$ cat src/usr_params.svh
// Offsets, field positions, reset values and timing counts of the serial receiver block.
`ifndef USR_PARAMS_SVH
`define USR_PARAMS_SVH
`define USR_OFF_RX_STAT_CTRL 8'h13
`define USR_OFF_TX_STAT_CTRL 8'h15
`define USR_OFF_TX_HOLD 8'h16
`define USR_OFF_BAUD_DIV 8'h17
`define USR_OFF_INT_FLAGS 8'h26
`define USR_OFF_INT_ENABLES 8'h27
`define USR_RX_PORT_EN 7
`define USR_RX_NINTH_SEL 6
`define USR_RX_SINGLE_EN 5
`define USR_RX_CONT_EN 4
`define USR_RX_FRAME_ERR 2
`define USR_RX_OVERRUN 1
`define USR_RX_NINTH_BIT 0
`define USR_TX_CLK_SRC 7
`define USR_TX_NINTH_SEL 6
`define USR_TX_EN 5
`define USR_TX_SYNC 4
`define USR_TX_SHIFT_EMPTY 1
`define USR_TX_NINTH_BIT 0
`define USR_INT_RX 0
`define USR_INT_TX 1
`define USR_INT_FLAGS_RST 8'h02
`define USR_INT_ENABLES_RST 8'h00
`define USR_OVERSAMPLE 16
`define USR_SAMPLE_A 4'h6
`define USR_SAMPLE_B 4'h7
`define USR_SAMPLE_C 4'h8
`define USR_FIFO_DEPTH 8
`endif

$ cat src/usr_pkg.sv
// Types shared by the serial receiver block.
package usr_pkg;
    // One received word with its status, as queued in the receive buffer.
    typedef struct packed {
        logic frame_err;
        logic ninth;
        logic [7:0] data;
    } usr_word_t;

    // Receive state machine.
    typedef enum logic [1:0] {
        USR_IDLE = 2'b00,
        USR_START = 2'b01,
        USR_DATA = 2'b10,
        USR_STOP = 2'b11
    } usr_rx_state_t;
endpackage : usr_pkg

$ cat src/usr_fifo.sv
// Parameterised flip-flop FIFO with valid and ready on both sides.
`timescale 1ns/1ps
`default_nettype none
module usr_fifo #(
    parameter int WIDTH = 10,
    parameter int DEPTH = 8
) (
    // Clock and reset
    input wire logic core_clk,
    input wire logic sys_rst,
    // Synchronous flush
    input wire logic flush,
    // Fill side
    input wire logic in_valid,
    output logic in_ready,
    input wire logic [WIDTH-1:0] in_data,
    // Drain side
    output logic out_valid,
    input wire logic out_ready,
    output logic [WIDTH-1:0] out_data,
    // Fill level
    output logic [$clog2(DEPTH+1)-1:0] level
);
    localparam int AW = (DEPTH > 1) ? $clog2(DEPTH) : 1;
    logic [WIDTH-1:0] mem [DEPTH];
    logic [AW-1:0] wr_ptr;
    logic [AW-1:0] rd_ptr;
    logic [$clog2(DEPTH+1)-1:0] count;
    logic push;
    logic pop;

    // Handshakes; a full buffer refuses the source.
    assign in_ready = (count != DEPTH[$clog2(DEPTH+1)-1:0]);
    assign out_valid = (count != '0);
    assign out_data = mem[rd_ptr];
    assign level = count;
    assign push = in_valid && in_ready;
    assign pop = out_valid && out_ready;

    // Storage written at the write pointer.
    always_ff @(posedge core_clk)
    begin
        if (push)
        begin
            mem[wr_ptr] <= in_data;
        end
    end

    // Pointers and occupancy.
    always_ff @(posedge core_clk or posedge sys_rst)
    begin
        if (sys_rst)
        begin
            wr_ptr <= '0;
            rd_ptr <= '0;
            count <= '0;
        end
        else if (flush)
        begin
            wr_ptr <= '0;
            rd_ptr <= '0;
            count <= '0;
        end
        else
        begin
            if (push)
            begin
                wr_ptr <= (wr_ptr == AW'(DEPTH - 1)) ? '0 : wr_ptr + 1'b1;
            end
            if (pop)
            begin
                rd_ptr <= (rd_ptr == AW'(DEPTH - 1)) ? '0 : rd_ptr + 1'b1;
            end
            if (push && !pop)
            begin
                count <= count + 1'b1;
            end
            else if (pop && !push)
            begin
                count <= count - 1'b1;
            end
        end
    end
endmodule : usr_fifo
`default_nettype wire

$ cat src/usr_receiver.sv
// Asynchronous serial receiver with register port, pin direction control and receive buffer.
// Operation
// [RULE_01] Port enable must be set before the shared pins serve the serial block.
// [RULE_02] Block itself drives data and clock pin direction from its configuration bits.
// [RULE_03] Synchronous mode: clock source set means master, clear means slave clock.
// [RULE_04] Recovery runs at sixteen times baud; shifter advances once per bit.
// [RULE_05] Asynchronous reception starts only once continuous receive enable is set.
// [RULE_06] After stop bit, word moves to buffer if room; move sets receive flag.
// [RULE_07] Receive interrupt request reaches the processor only while enabled.
// [RULE_08] Receive flag is read-only; clears when reads empty the buffer.
// [RULE_09] Buffer holds two words; third may shift in; reads return arrival order.
// [RULE_10] Buffer full at third stop bit sets overrun and drops the word.
// [RULE_11] Overrun clears only by dropping continuous receive enable; writes ignored.
// [RULE_12] While overrun is set, no word moves into the buffer.
// [RULE_13] Framing error is set when the stop bit samples low.
// [RULE_14] Framing error and ninth bit travel with each word; reads advance them.
// [RULE_15] Software reads status before data, else current word status is lost.
// [RULE_16] Each bit is a majority of samples seven, eight and nine.
// [RULE_17] The sixteen-times clock runs freely and is never restarted by data.
// [RULE_18] Frame: low start, eight or nine data bits LSB first, high stop.
// [RULE_19] Start bit is found on a falling edge of the idle-high line.
//
// Added by the designer: the strobed register port.
`timescale 1ns/1ps
`default_nettype none
`include "usr_params.svh"
module usr_receiver #(
    parameter int FIFO_DEPTH = `USR_FIFO_DEPTH,
    parameter int HOLD_WORDS = 2
) (
    // Clock and reset
    input wire logic core_clk,
    input wire logic sys_rst,
    // Register port
    input wire logic [7:0] reg_addr,
    input wire logic [7:0] reg_wdata,
    input wire logic reg_wr,
    input wire logic reg_rd,
    output logic [7:0] reg_rdata,
    // Receive data pin (two-way)
    input wire logic data_pin_in,
    output logic data_pin_out,
    output logic data_pin_oe,
    // Clock pin (two-way)
    input wire logic clock_pin_in,
    output logic clock_pin_out,
    output logic clock_pin_oe,
    // Processor interrupt request
    output logic rx_irq
);
    // ----------------------------------------------------------------
    // Declarations
    // ----------------------------------------------------------------
    localparam int LW = $clog2(FIFO_DEPTH + 1);
    logic [7:0] rx_ctrl;
    logic [7:0] tx_ctrl;
    logic [7:0] baud_divisor;
    logic [7:0] int_enables;
    logic overrun_error;
    logic [7:0] baud_cnt;
    logic tick16;
    logic [3:0] phase16;
    logic [1:0] data_sync;
    logic [1:0] clk_sync;
    logic line_q;
    logic [2:0] votes;
    logic bit_value;
    logic sample_done;
    usr_pkg::usr_rx_state_t state;
    logic [3:0] bit_cnt;
    logic [8:0] receive_shifter;
    logic push_valid;
    logic push_ready;
    usr_pkg::usr_word_t push_word;
    logic pop_valid;
    logic pop;
    usr_pkg::usr_word_t head;
    logic [LW-1:0] level;
    logic rx_on;
    logic serial_port_enable;
    logic read_fifo;
    logic [3:0] last_bit;
    logic rx_flag;
    logic start_edge;

    // ----------------------------------------------------------------
    // Configuration decode
    // ----------------------------------------------------------------
    // [RULE_01] port enable
    assign serial_port_enable = rx_ctrl[`USR_RX_PORT_EN];
    // [RULE_05] reception gated by enable
    assign rx_on = serial_port_enable && rx_ctrl[`USR_RX_CONT_EN] && !tx_ctrl[`USR_TX_SYNC];
    assign last_bit = rx_ctrl[`USR_RX_NINTH_SEL] ? 4'h9 : 4'h8;
    assign read_fifo = reg_rd && (reg_addr == `USR_OFF_TX_HOLD);
    assign rx_flag = pop_valid;
    // [RULE_19] start edge while idle
    assign start_edge = rx_on && (state == usr_pkg::USR_IDLE) && line_q && !data_sync[1];

    // ----------------------------------------------------------------
    // Pin direction
    // ----------------------------------------------------------------
    // [RULE_02] pin direction ownership
    // Async: data pin is an input, clock pin carries idle-high transmit line when enabled.
    // Sync: data pin drives while transmitting, clock pin drives only as master.
    always_comb
    begin
        data_pin_oe = 1'b0;
        clock_pin_oe = 1'b0;
        if (serial_port_enable)
        begin
            if (tx_ctrl[`USR_TX_SYNC])
            begin
                data_pin_oe = tx_ctrl[`USR_TX_EN] && !rx_ctrl[`USR_RX_CONT_EN]
                              && !rx_ctrl[`USR_RX_SINGLE_EN];
                // [RULE_03] master drives clock
                clock_pin_oe = tx_ctrl[`USR_TX_CLK_SRC];
            end
            else
            begin
                clock_pin_oe = tx_ctrl[`USR_TX_EN];
            end
        end
    end
    assign data_pin_out = 1'b1; // Transmitter is outside this block; line idles high.
    assign clock_pin_out = tx_ctrl[`USR_TX_SYNC] ? tick16 : 1'b1;

    // ----------------------------------------------------------------
    // Pin synchronisers
    // ----------------------------------------------------------------
    // Two flip-flops on each pin before any logic reads it.
    always_ff @(posedge core_clk or posedge sys_rst)
    begin
        if (sys_rst)
        begin
            data_sync <= 2'b11;
            clk_sync <= 2'b11;
        end
        else
        begin
            data_sync <= {data_sync[0], data_pin_in};
            clk_sync <= {clk_sync[0], clock_pin_in};
        end
    end

    // ----------------------------------------------------------------
    // Sixteen-times clock
    // ----------------------------------------------------------------
    // [RULE_17] free-running divider
    // The divider runs from reset on and is never restarted, so the
    // sample points recur every sixteen ticks.
    always_ff @(posedge core_clk or posedge sys_rst)
    begin
        if (sys_rst)
        begin
            baud_cnt <= 8'h00;
            tick16 <= 1'b0;
        end
        else if (baud_cnt >= baud_divisor)
        begin
            baud_cnt <= 8'h00;
            tick16 <= 1'b1;
        end
        else
        begin
            baud_cnt <= baud_cnt + 8'h01;
            tick16 <= 1'b0;
        end
    end

    // [RULE_04] oversample phase count
    // [RULE_19] aligned at start
    // A start edge lines the tick count up with the frame, so the three samples
    // sit in the middle of every bit; the ticks themselves keep running.
    always_ff @(posedge core_clk or posedge sys_rst)
    begin
        if (sys_rst)
        begin
            phase16 <= 4'h0;
        end
        else if (start_edge)
        begin
            phase16 <= 4'h0;
        end
        else if (tick16)
        begin
            phase16 <= phase16 + 4'h1;
        end
    end

    // ----------------------------------------------------------------
    // Majority sampling
    // ----------------------------------------------------------------
    // [RULE_16] three samples per bit
    always_ff @(posedge core_clk or posedge sys_rst)
    begin
        if (sys_rst)
        begin
            votes <= 3'b111;
            sample_done <= 1'b0;
        end
        else
        begin
            sample_done <= 1'b0;
            // A tick in the start edge cycle belongs to the old count and is skipped.
            if (tick16 && !start_edge)
            begin
                if (phase16 == `USR_SAMPLE_A)
                begin
                    votes[0] <= data_sync[1];
                end
                if (phase16 == `USR_SAMPLE_B)
                begin
                    votes[1] <= data_sync[1];
                end
                if (phase16 == `USR_SAMPLE_C)
                begin
                    votes[2] <= data_sync[1];
                    sample_done <= 1'b1;
                end
            end
        end
    end
    // [RULE_16] majority vote
    assign bit_value = (votes[0] & votes[1]) | (votes[1] & votes[2]) | (votes[0] & votes[2]);

    // Previous line level for the start edge detector.
    always_ff @(posedge core_clk or posedge sys_rst)
    begin
        if (sys_rst)
        begin
            line_q <= 1'b1;
        end
        else
        begin
            line_q <= data_sync[1];
        end
    end

    // ----------------------------------------------------------------
    // Receive state machine
    // ----------------------------------------------------------------
    // [RULE_18] frame layout
    always_ff @(posedge core_clk or posedge sys_rst)
    begin
        if (sys_rst)
        begin
            state <= usr_pkg::USR_IDLE;
            bit_cnt <= 4'h0;
            receive_shifter <= 9'h000;
            push_valid <= 1'b0;
            push_word <= '0;
        end
        else
        begin
            push_valid <= 1'b0;
            if (!rx_on)
            begin
                state <= usr_pkg::USR_IDLE;
            end
            else
            begin
                case (state)
                    usr_pkg::USR_IDLE:
                    begin
                        // [RULE_19] falling edge starts frame
                        if (start_edge)
                        begin
                            state <= usr_pkg::USR_START;
                        end
                    end
                    usr_pkg::USR_START:
                    begin
                        if (sample_done)
                        begin
                            // A high start sample is a glitch; go back to idle.
                            state <= bit_value ? usr_pkg::USR_IDLE : usr_pkg::USR_DATA;
                            bit_cnt <= 4'h0;
                        end
                    end
                    usr_pkg::USR_DATA:
                    begin
                        // [RULE_04] one shift per bit
                        if (sample_done)
                        begin
                            receive_shifter <= {bit_value, receive_shifter[8:1]};
                            bit_cnt <= bit_cnt + 4'h1;
                            if (bit_cnt + 4'h1 == last_bit)
                            begin
                                state <= usr_pkg::USR_STOP;
                            end
                        end
                    end
                    usr_pkg::USR_STOP:
                    begin
                        if (sample_done)
                        begin
                            state <= usr_pkg::USR_IDLE;
                            // [RULE_12] no move while overrun
                            // [RULE_10] full buffer drops word
                            push_valid <= !overrun_error && push_ready;
                            // [RULE_13] stop sampled low
                            push_word.frame_err <= !bit_value;
                            push_word.ninth <= rx_ctrl[`USR_RX_NINTH_SEL] ? receive_shifter[8]
                                                                       : 1'b0;
                            push_word.data <= rx_ctrl[`USR_RX_NINTH_SEL] ? receive_shifter[7:0]
                                                                      : receive_shifter[8:1];
                        end
                    end
                    default:
                    begin
                        state <= usr_pkg::USR_IDLE;
                    end
                endcase
            end
        end
    end

    // ----------------------------------------------------------------
    // Overrun
    // ----------------------------------------------------------------
    // [RULE_10] set on full buffer
    // [RULE_11] cleared only by receive enable low
    always_ff @(posedge core_clk or posedge sys_rst)
    begin
        if (sys_rst)
        begin
            overrun_error <= 1'b0;
        end
        else if (rx_on && state == usr_pkg::USR_STOP && sample_done && !push_ready)
        begin
            overrun_error <= 1'b1;
        end
        else if (!rx_ctrl[`USR_RX_CONT_EN])
        begin
            overrun_error <= 1'b0;
        end
    end

    // ----------------------------------------------------------------
    // Receive buffer
    // ----------------------------------------------------------------
    // [RULE_09] two-word hold limit
    assign push_ready = (level < LW'(HOLD_WORDS));
    assign pop = read_fifo && pop_valid;

    // [RULE_14] status queued with data
    usr_fifo #(
        .WIDTH($bits(usr_pkg::usr_word_t)),
        .DEPTH(FIFO_DEPTH)
    ) u_fifo (
        .core_clk(core_clk),
        .sys_rst(sys_rst),
        .flush(!serial_port_enable),
        .in_valid(push_valid),
        .in_ready(),
        .in_data(push_word),
        .out_valid(pop_valid),
        .out_ready(pop),
        .out_data(head),
        .level(level)
    );

    // [RULE_07] gated interrupt
    assign rx_irq = rx_flag && int_enables[`USR_INT_RX];

    // ----------------------------------------------------------------
    // Register writes
    // ----------------------------------------------------------------
    // [RULE_08] flag and status bits not writable
    always_ff @(posedge core_clk or posedge sys_rst)
    begin
        if (sys_rst)
        begin
            rx_ctrl <= 8'h00;
            tx_ctrl <= 8'h00;
            baud_divisor <= 8'h00;
            int_enables <= `USR_INT_ENABLES_RST;
        end
        else if (reg_wr)
        begin
            if (reg_addr == `USR_OFF_RX_STAT_CTRL)
            begin
                rx_ctrl <= {reg_wdata[7:4], 4'h0};
            end
            else if (reg_addr == `USR_OFF_TX_STAT_CTRL)
            begin
                tx_ctrl <= {reg_wdata[7:4], 3'b000, reg_wdata[0]};
            end
            else if (reg_addr == `USR_OFF_BAUD_DIV)
            begin
                baud_divisor <= reg_wdata;
            end
            else if (reg_addr == `USR_OFF_INT_ENABLES)
            begin
                int_enables <= reg_wdata;
            end
        end
    end

    // ----------------------------------------------------------------
    // Register reads
    // ----------------------------------------------------------------
    // [RULE_15] status shows head word until read
    always_ff @(posedge core_clk or posedge sys_rst)
    begin
        if (sys_rst)
        begin
            reg_rdata <= 8'h00;
        end
        else if (reg_rd)
        begin
            if (reg_addr == `USR_OFF_RX_STAT_CTRL)
            begin
                reg_rdata <= {rx_ctrl[7:4], 1'b0, head.frame_err && pop_valid,
                              overrun_error, head.ninth && pop_valid};
            end
            else if (reg_addr == `USR_OFF_TX_STAT_CTRL)
            begin
                reg_rdata <= {tx_ctrl[7:4], 2'b00, 1'b1, tx_ctrl[0]};
            end
            else if (reg_addr == `USR_OFF_TX_HOLD)
            begin
                reg_rdata <= pop_valid ? head.data : 8'h00;
            end
            else if (reg_addr == `USR_OFF_BAUD_DIV)
            begin
                reg_rdata <= baud_divisor;
            end
            else if (reg_addr == `USR_OFF_INT_FLAGS)
            begin
                // [RULE_06] receive flag
                reg_rdata <= {6'h00, 1'b1, rx_flag};
            end
            else if (reg_addr == `USR_OFF_INT_ENABLES)
            begin
                reg_rdata <= int_enables;
            end
            else
            begin
                reg_rdata <= 8'h00;
            end
        end
    end
endmodule : usr_receiver
`default_nettype wire

$ cat config.mk
export PLATFORM = sky130hd
export DESIGN_NAME = usr_receiver
export DESIGN_NICKNAME = d
export VERILOG_FILES = /design/src/usr_pkg.sv /design/src/usr_fifo.sv /design/src/usr_receiver.sv
export VERILOG_INCLUDE_DIRS = /design/src /design/src/src
export SDC_FILE = /design/constraint.sdc
export NUM_CORES = 1
export LEC_CHECK = 0
export BUFFER_PORTS_ARGS = -buffer_cell sky130_fd_sc_hd__buf_2
export CAP_MARGIN = 20
export CORE_MARGIN = 1
export CORE_UTILIZATION = 66
export DETAILED_ROUTE_END_ITERATION = 10
export PLACE_DENSITY = 0.85
export SLEW_MARGIN = 10
export SYNTH_ARGS = -nofsm -noshare
export SYNTH_HDL_FRONTEND = slang
export SYNTH_SLANG_ARGS = --single-unit
$ cat constraint.sdc
create_clock -name core_clk -period 4.6 [get_ports core_clk]
set_input_delay 0.92 -clock core_clk [delete_from_list [all_inputs] [get_ports core_clk]]
set_output_delay 0.92 -clock core_clk [all_outputs]
set_load 0.005 [all_outputs]
==> run_results.csv, run 1 <==
group,metric,value,unit
run_status,outcome,"completed",
grt,grt_pass1_vias,4866,
flow_run,drv_cap,0,
detailed_routing,detail_route.wl_per_cell,21.3,microns
clock_tree,clk_pin_slew,60,ps
placement,gp_congestion,0.917,
floorplan,die_area,12000,sq um
clock_tree,cts_root_buf,"clkbuf_16",
sta,fin_crit_sh,71.1,%
cells_and_area,finalInstanceArea,8560,sq um
yosys,synth_edf_count,80,
grt,grt_max_degree,66,
sta,setup_viol,0,
placement,place_inst,713,
sta,fin_crit,3270,ps
clock_tree,cts_resized,0,
floorplan,start_util,69.0,%
detailed_routing,drt-pass1-iter-count,7,
yosys,yosysUniqueCellTypes,62,
setup_path,rrSetupSlack,1560,ps
detailed_routing,routed_via_density,6.48,
yosys,async_reset_ff_share,52.9,%
setup_path,path_cells,"buf_2, or4b_4, nor4_4, nand2_2, nand2_1, ha_1, a21o_1, a21oi_1, nor2_1, a21oi_1, mux2i_1",
floorplan,core_area,11100,sq um
yosys,ys_warn_count,0,
sta,slew_violations,0,
power,power_frac_comb,7.6,%
clock_tree,clock_sinks,170,
setup_path,worstPathRequired,4940,ps
worst_hold_path,worstHoldPathCells,0,
grt,busiest_layer,"met2",
detailed_routing,drt_iter0_markers,508,
yosys,syn_area,7640,sq um
yosys,synth_top_area_share,31.4,%
sta,max_freq,306,MHz
yosys,syn_inst,555,
power,p_sw_share,22.9,%
worst_hold_path,hold_end,"data_sync[1]$_DFF_PP1_",
clock_tree,cts_hold_buf,0,
floorplan,die_h,110,microns
cells_and_area,drive_above_1_share,25.2,%
detailed_routing,drc,0,
clock_tree,cts_setup_buffers,0,
power,clockPowerShare,40.6,%
yosys,avgSynthCellArea,13.8,sq um
power,vdd_drop_max,438,uV
clock_tree,cts_tree,"built",
setup_path,path_common_cell,"a21oi_1",
setup_path,reg2reg_depth,10,
floorplan,die_x,110,microns
grt,met3_usage,7.88,%
yosys,ys_ff_latch,170,
sta,rsz0062_at_grt,"no",
sta,fin_ws,1330,ps
power,switchingPower,0.000762,W
clock_tree,h-tree-depth,4,
clock_tree,clockBufferDepth,2,
sta,maxSlewHeadroom,25.3,%
yosys,ys_seq_area_share,61.0,%
setup_path,reg2reg_from,"u_fifo.level[1]$_DFFE_PP0P_",
yosys,yosys-top-cells-area,"edfxtp_1 31%, dfrtp_1 28%, mux2_2 6.3%",
yosys,synthFlopType,"dfrtp_1",
cells_and_area,final_cells,747,
floorplan,io_pins,35,
sta,timing.hold.ws,359,ps
sta,hold_viol,0,
setup_path,crit_path_start_kind,"primary input",
power,p_int,0.00256,W
power,p_leak,3.18,nW
floorplan,rows,38,
placement,pre_cts_ws,1010,ps
setup_path,critPathSlowestCell,"or4b_4",
power,p_seq_share,51.8,%
detailed_routing,wl,15.9,mm
placement,dp_hpwl,10.3,mm
clock_tree,cts_buffers,17,
detailed_routing,via_count,4844,
grt,grtUsageTotal,28.8,%
clock_tree,clock_latency,430,ps
setup_path,arrival,3610,ps
setup_path,r2r_end,"u_fifo.level[3]$_DFFE_PP0P_",
grt,grt_pass1_wl,24.9,mm
sta,finClkSkew,10.7,ps
sta,tns,0,ps
grt,grt_use_met2,45.6,%
grt,grt_remaining_overflow,0,
yosys,synth.largest_area_cell,"edfxtp_1",
setup_path,path_class,"in -> reg",
setup_path,worst_setup_path_end_kind,"flip-flop",
setup_path,path_max_fanout,7,
placement,place_area,7970,sq um
setup_path,max_stage_delay,610,ps
detailed_routing,ant_nets,0,
worst_hold_path,min_from,"data_sync[0]$_DFF_PP1_",
cells_and_area,synthToLayoutAreaGrowth,12.1,%
grt,grt_antenna_before_repair,0,
cells_and_area,n_antenna_cell,0,
grt,globalRouteMet1Util,38.2,%
worst_hold_path,hold_path.class,"reg -> reg",
placement,io_buffers,32,
power,power_density,389,nW/um^2
cells_and_area,fin_nets,636,
sta,tightest_slew,1120,ps
yosys,synth_nets,597,
## flip-flops by register name (all words and copies together) (netlist names), 4 cells and up
register / count
phase16: 4
u_fifo.mem: 80
rx_ctrl: 4
baud_divisor: 8
tx_ctrl: 5
receive_shifter: 9
push_word: 10
int_enables: 8
baud_cnt: 8
reg_rdata: 8
bit_cnt: 4
u_fifo.level: 4
## worst max-delay path, delay by kind of cell
kind / cells / cell delay (ps)
AOI/OAI and AO/OA: 3 / 660
buffers and inverters: 1 / 150
adders and majority gates: 1 / 250
and+or+nand+nor: 5 / 1400
muxes: 1 / 220
## worst max path at each step
stage | start | endpoint | slack, ps | depth (start not counted)
after CTS | reg_addr[7] | u_fifo.level[3]$_DFFE_PP0P_ | 1420 | 11
after detailed placement | reg_addr[7] | u_fifo.level[3]$_DFFE_PP0P_ | 1010 | 11
after floorplan | sys_rst | baud_cnt[0]$_DFF_PP0_ | 1350 | 1
after global placement | reg_addr[7] | u_fifo.level[3]$_DFFE_PP0P_ | 1210 | 11
final | reg_addr[7] | u_fifo.level[3]$_DFFE_PP0P_ | 1330 | 11
after global routing | reg_addr[7] | u_fifo.level[3]$_DFFE_PP0P_ | 1310 | 11
## per-stage QoR
step	utilization, %	power [W]
final	77.3	0.00333
after global routing	77.3	0.00345
after CTS	77.0	0.00333
after detailed placement	71.9	0.00200
after global placement	71.9	0.00198
after floorplan	-	0.00191
## routing by layer
layer,wire [microns],vias up
li1,-,2166
met1,6590,2409
met2,7800,231
met3,1120,38
met4,365,0
met5,0,-
## Yosys cell counts (2+ instances only)
| master | count |
|---|---|
| dfrtp_1 | 84 |
| edfxtp_1 | 80 |
| mux2_2 | 43 |
| nand2_1 | 42 |
| nor2_1 | 25 |
| a21oi_1 | 22 |
| nand3_1 | 21 |
| o21ai_0 | 21 |
| inv_1 | 20 |
| mux4_2 | 20 |
| ha_1 | 19 |
| mux2i_1 | 17 |
| clkbuf_1 | 13 |
| nor3_1 | 13 |
| nor2b_1 | 8 |
| nand2b_1 | 7 |
| xnor2_1 | 7 |
| xor2_1 | 7 |
| a22o_1 | 6 |
| dfstp_2 | 6 |
| a211oi_1 | 5 |
| a21boi_0 | 4 |
| buf_2 | 4 |
| nor3b_1 | 4 |
| nor4_1 | 4 |
| a21o_1 | 3 |
| a22oi_1 | 3 |
| and3_1 | 3 |
| o22ai_1 | 3 |
| a21boi_1 | 2 |
| a31oi_1 | 2 |
| and2_1 | 2 |
| nand3b_1 | 2 |
| nand4_1 | 2 |
| nand4b_1 | 2 |
| nor4_2 | 2 |
| nor4b_2 | 2 |
## layout make-up
cell class | instances | area, sq um
clock inverter | 8 | 68.8
inverter | 20 | 76.3
multi-input combinational | 346 | 2860
clock buffer | 24 | 490
fill | 612 | 2520
timing repair buffer | 39 | 233
sequential | 170 | 4660
tap | 140 | 175
## layout by cell type, fill, tap and decap left out, types with 3 or more instances in the layout
cell	n
nand3_1	21
nor3b_1	4
nor3_2	5
clkinv_2	7
dfrtp_1	84
nor2b_1	8
ha_1	19
nor2_1	25
mux2i_1	17
inv_1	19
clkbuf_1	3
mux4_2	20
buf_2	32
a22oi_1	3
nor3_1	9
dfstp_2	6
a21oi_1	22
a21boi_0	4
edfxtp_1	80
a21o_1	3
o21ai_0	21
nor4_2	3
a211oi_1	5
buf_4	6
xnor2_1	7
xor2_1	7
a22o_1	6
nor4_1	3
clkbuf_16	18
and3_1	3
nand2_1	42
nand2b_1	7
mux2_2	43
o22ai_1	3
## power by group through the flow
stage	Combinational, W	Clock [W]	Sequential [W]
6_report	0.000253	0.00135	0.00172
2_1_floorplan	0.000189	0	0.00172
3_3_place_gp	0.000231	0	0.00175
4_1_cts	0.000250	0.00136	0.00172
5_1_grt	0.000285	0.00143	0.00173
3_5_place_dp	0.000249	0	0.00175
## kinds of logic after synthesis
group | share of synthesized area, %
buf+inv | 2.03
fa+ha+maj | 3.51
flops | 61.0
simple gates | 10.5
xor+xnor | 1.82
mux | 14.5
compound gates | 6.58
other cells | 0.0491
Power figures use the tool's default switching activity.
==> inputs of run 2 (changes only) <==
--- a/config.mk
+++ b/config.mk
@@ -9,9 +9,9 @@
 export BUFFER_PORTS_ARGS = -buffer_cell sky130_fd_sc_hd__buf_2
 export CAP_MARGIN = 20
 export CORE_MARGIN = 1
-export CORE_UTILIZATION = 66
+export CORE_UTILIZATION = 61
 export DETAILED_ROUTE_END_ITERATION = 10
-export PLACE_DENSITY = 0.85
+export PLACE_DENSITY = 0.79
 export SLEW_MARGIN = 10
 export SYNTH_ARGS = -nofsm -noshare
 export SYNTH_HDL_FRONTEND = slang
==> constraint.sdc (replaced) <==
create_clock -name core_clk -period 3.3 [get_ports core_clk]
set_input_delay 0.66 -clock core_clk [delete_from_list [all_inputs] [get_ports core_clk]]
set_output_delay 0.66 -clock core_clk [all_outputs]
set_load 0.005 [all_outputs]
==> run 2 against run 1 <==
Non-clock buffer count increased by 10. Count of clock-buffer cells in the layout shrank 6. Worst hold slack worse by 26 ps. Worst setup slack lost 730 ps. Via count down 1.2%. Global-route usage down 3.2 points. Critical path type unchanged. Total power up 43%. Cell count is 5.1% higher.
==> run_results.csv, run 2 (synthesis results as in run 1) <==
group,metric,value,unit
cells_and_area,largest_reg_flops,80,
detailed_routing,wl,15.3,mm
sta,max_freq,371,MHz
clock_tree,cts_buffers,17,
sta,tightest_slew,932,ps
clock_tree,clk_pin_slew,60,ps
sta,maxSlewHeadroom,37.8,%
clock_tree,cts_setup_buffers,0,
detailed_routing,routed_via_density,6.10,
clock_tree,cts_hold_buf,0,
setup_path,worstPathRequired,3640,ps
detailed_routing,drt-pass1-iter-count,5,
power,power.total,0.00477,W
clock_tree,clock_latency,430,ps
floorplan,die_h,114,microns
cells_and_area,fin_nets,646,
sta,tns,0,ps
sta,fin_crit_sh,81.8,%
placement,place_inst,752,
grt,grt_remaining_overflow,0,
cells_and_area,finalInstanceArea,8680,sq um
detailed_routing,drt_iter0_markers,377,
flow_run,drv_cap,0,
clock_tree,cts_resized,0,
sta,rsz0062_at_grt,"no",
power,vdd_drop_max,341,uV
power,p_leak,3.22,nW
clock_tree,clockBufferDepth,2,
setup_path,path_class,"in -> reg",
floorplan,start_util,63.1,%
floorplan,die_area,13000,sq um
grt,grtUsageTotal,25.6,%
grt,grt_antenna_before_repair,0,
cells_and_area,final_common_cell,"dfrtp_1",
floorplan,io_pins,35,
cells_and_area,n_antenna_cell,0,
placement,io_buffers,32,
cells_and_area,drive_above_1_share,26.1,%
sta,timing.hold.ws,333,ps
cells_and_area,final_cells,785,
setup_path,crit_path_start_kind,"primary input",
setup_path,arrival,3040,ps
sta,finClkSkew,5.48,ps
sta,hold_viol,0,
grt,grt_pass1_wl,24.5,mm
floorplan,core_area,12100,sq um
placement,dp_hpwl,10.3,mm
setup_path,path_max_fanout,6,
worst_hold_path,hold_path.class,"in -> reg",
run_status,outcome,"completed",
sta,setup_viol,0,
clock_tree,h-tree-depth,4,
placement,place_area,8060,sq um
clock_tree,cts_tree,"built",
placement,gp_congestion,0.868,
detailed_routing,via_count,4785,
cells_and_area,synthToLayoutAreaGrowth,13.6,%
clock_tree,cts_root_buf,"clkbuf_16",
detailed_routing,detail_route.wl_per_cell,19.5,microns
sta,fin_crit,2700,ps
floorplan,die_x,114,microns
grt,grt_max_degree,56,
setup_path,worst_setup_path_end_kind,"flip-flop",
floorplan,rows,40,
cells_and_area,regMostFlops,"u_fifo.mem",
detailed_routing,ant_nets,0,
sta,slew_violations,0,
grt,grt_pass1_vias,4787,
detailed_routing,drc,0,
power,power_density,549,nW/um^2
clock_tree,clock_sinks,170,
cells_and_area,layout_common_cells,"84 x dfrtp_1, 80 x edfxtp_1, 43 x mux2_2, 42 x nand2_1, 32 x buf_2",
cells_and_area,top_regs,"u_fifo.mem x80, push_word x10, receive_shifter x9",
-- run 2: cell count changes in the layout (fill, tap and decap cells not counted), moves of 3 or more --
cell,previous run,this run
buf_4,6,16
clkinv_2,7,4
clkinvlp_4,0,3
inv_6,0,3
nor3_1,9,13
nor3_2,5,1
-- run 2: critical path: stages --
cell	delay [ps]
buf_2	150
or4b_4	600
nor4_4	330
nand2_2	100
nand2_1	120
ha_1	240
a21o_1	170
a21oi_1	200
nor2_1	70
a21oi_1	180
mux2i_1	210
-- run 2: layout make-up --
type	count	area, sq um
multi-input combinational	346	2840
clock buffer	18	429
fill	814	3430
sequential	170	4660
timing repair buffer	49	295
inverter	20	76.3
clock inverter	14	171
tap	168	210
-- run 2: worst paths after layout --
kind,from,end,slack (ps),depth (start not counted)
worst max-delay path,reg_addr[7],u_fifo.level[3]$_DFFE_PP0P_,600,11
worst min-delay path,data_pin_in,data_sync[0]$_DFF_PP1_,330,1
worst max register to register,u_fifo.level[1]$_DFFE_PP0P_,u_fifo.level[3]$_DFFE_PP0P_,860,10
worst min register to register,data_sync[0]$_DFF_PP1_,data_sync[1]$_DFF_PP1_,360,0
max in group asynchronous,sys_rst,push_word[3]$_DFFE_PP0P_,2110,3
min in group asynchronous,sys_rst,phase16[1]$_DFFE_PP0P_,410,2
-- run 2: metal layers --
layer	GRT usage, %	up-vias	share of wire (%)
met5	0	-	0
met4	10.0	0	2.0
met3	6.27	19	5.7
met2	42.0	175	50
met1	33.3	2415	43
li1	-	2176	-
-- run 2: stage by stage --
step | worst slack [ps] | utilization (%)
finish | 601 | 71.7
global route | 437 | 71.7
detailed placement | 198 | 66.6
global placement | 292 | 66.6
CTS | 623 | 71.5
floorplan | 315 | -
-- run 2: report_power, final --
group,switching [W],internal [W]
Clock,0.000821,0.00119
Combinational,0.000193,0.000156
Sequential,0.0000966,0.00231
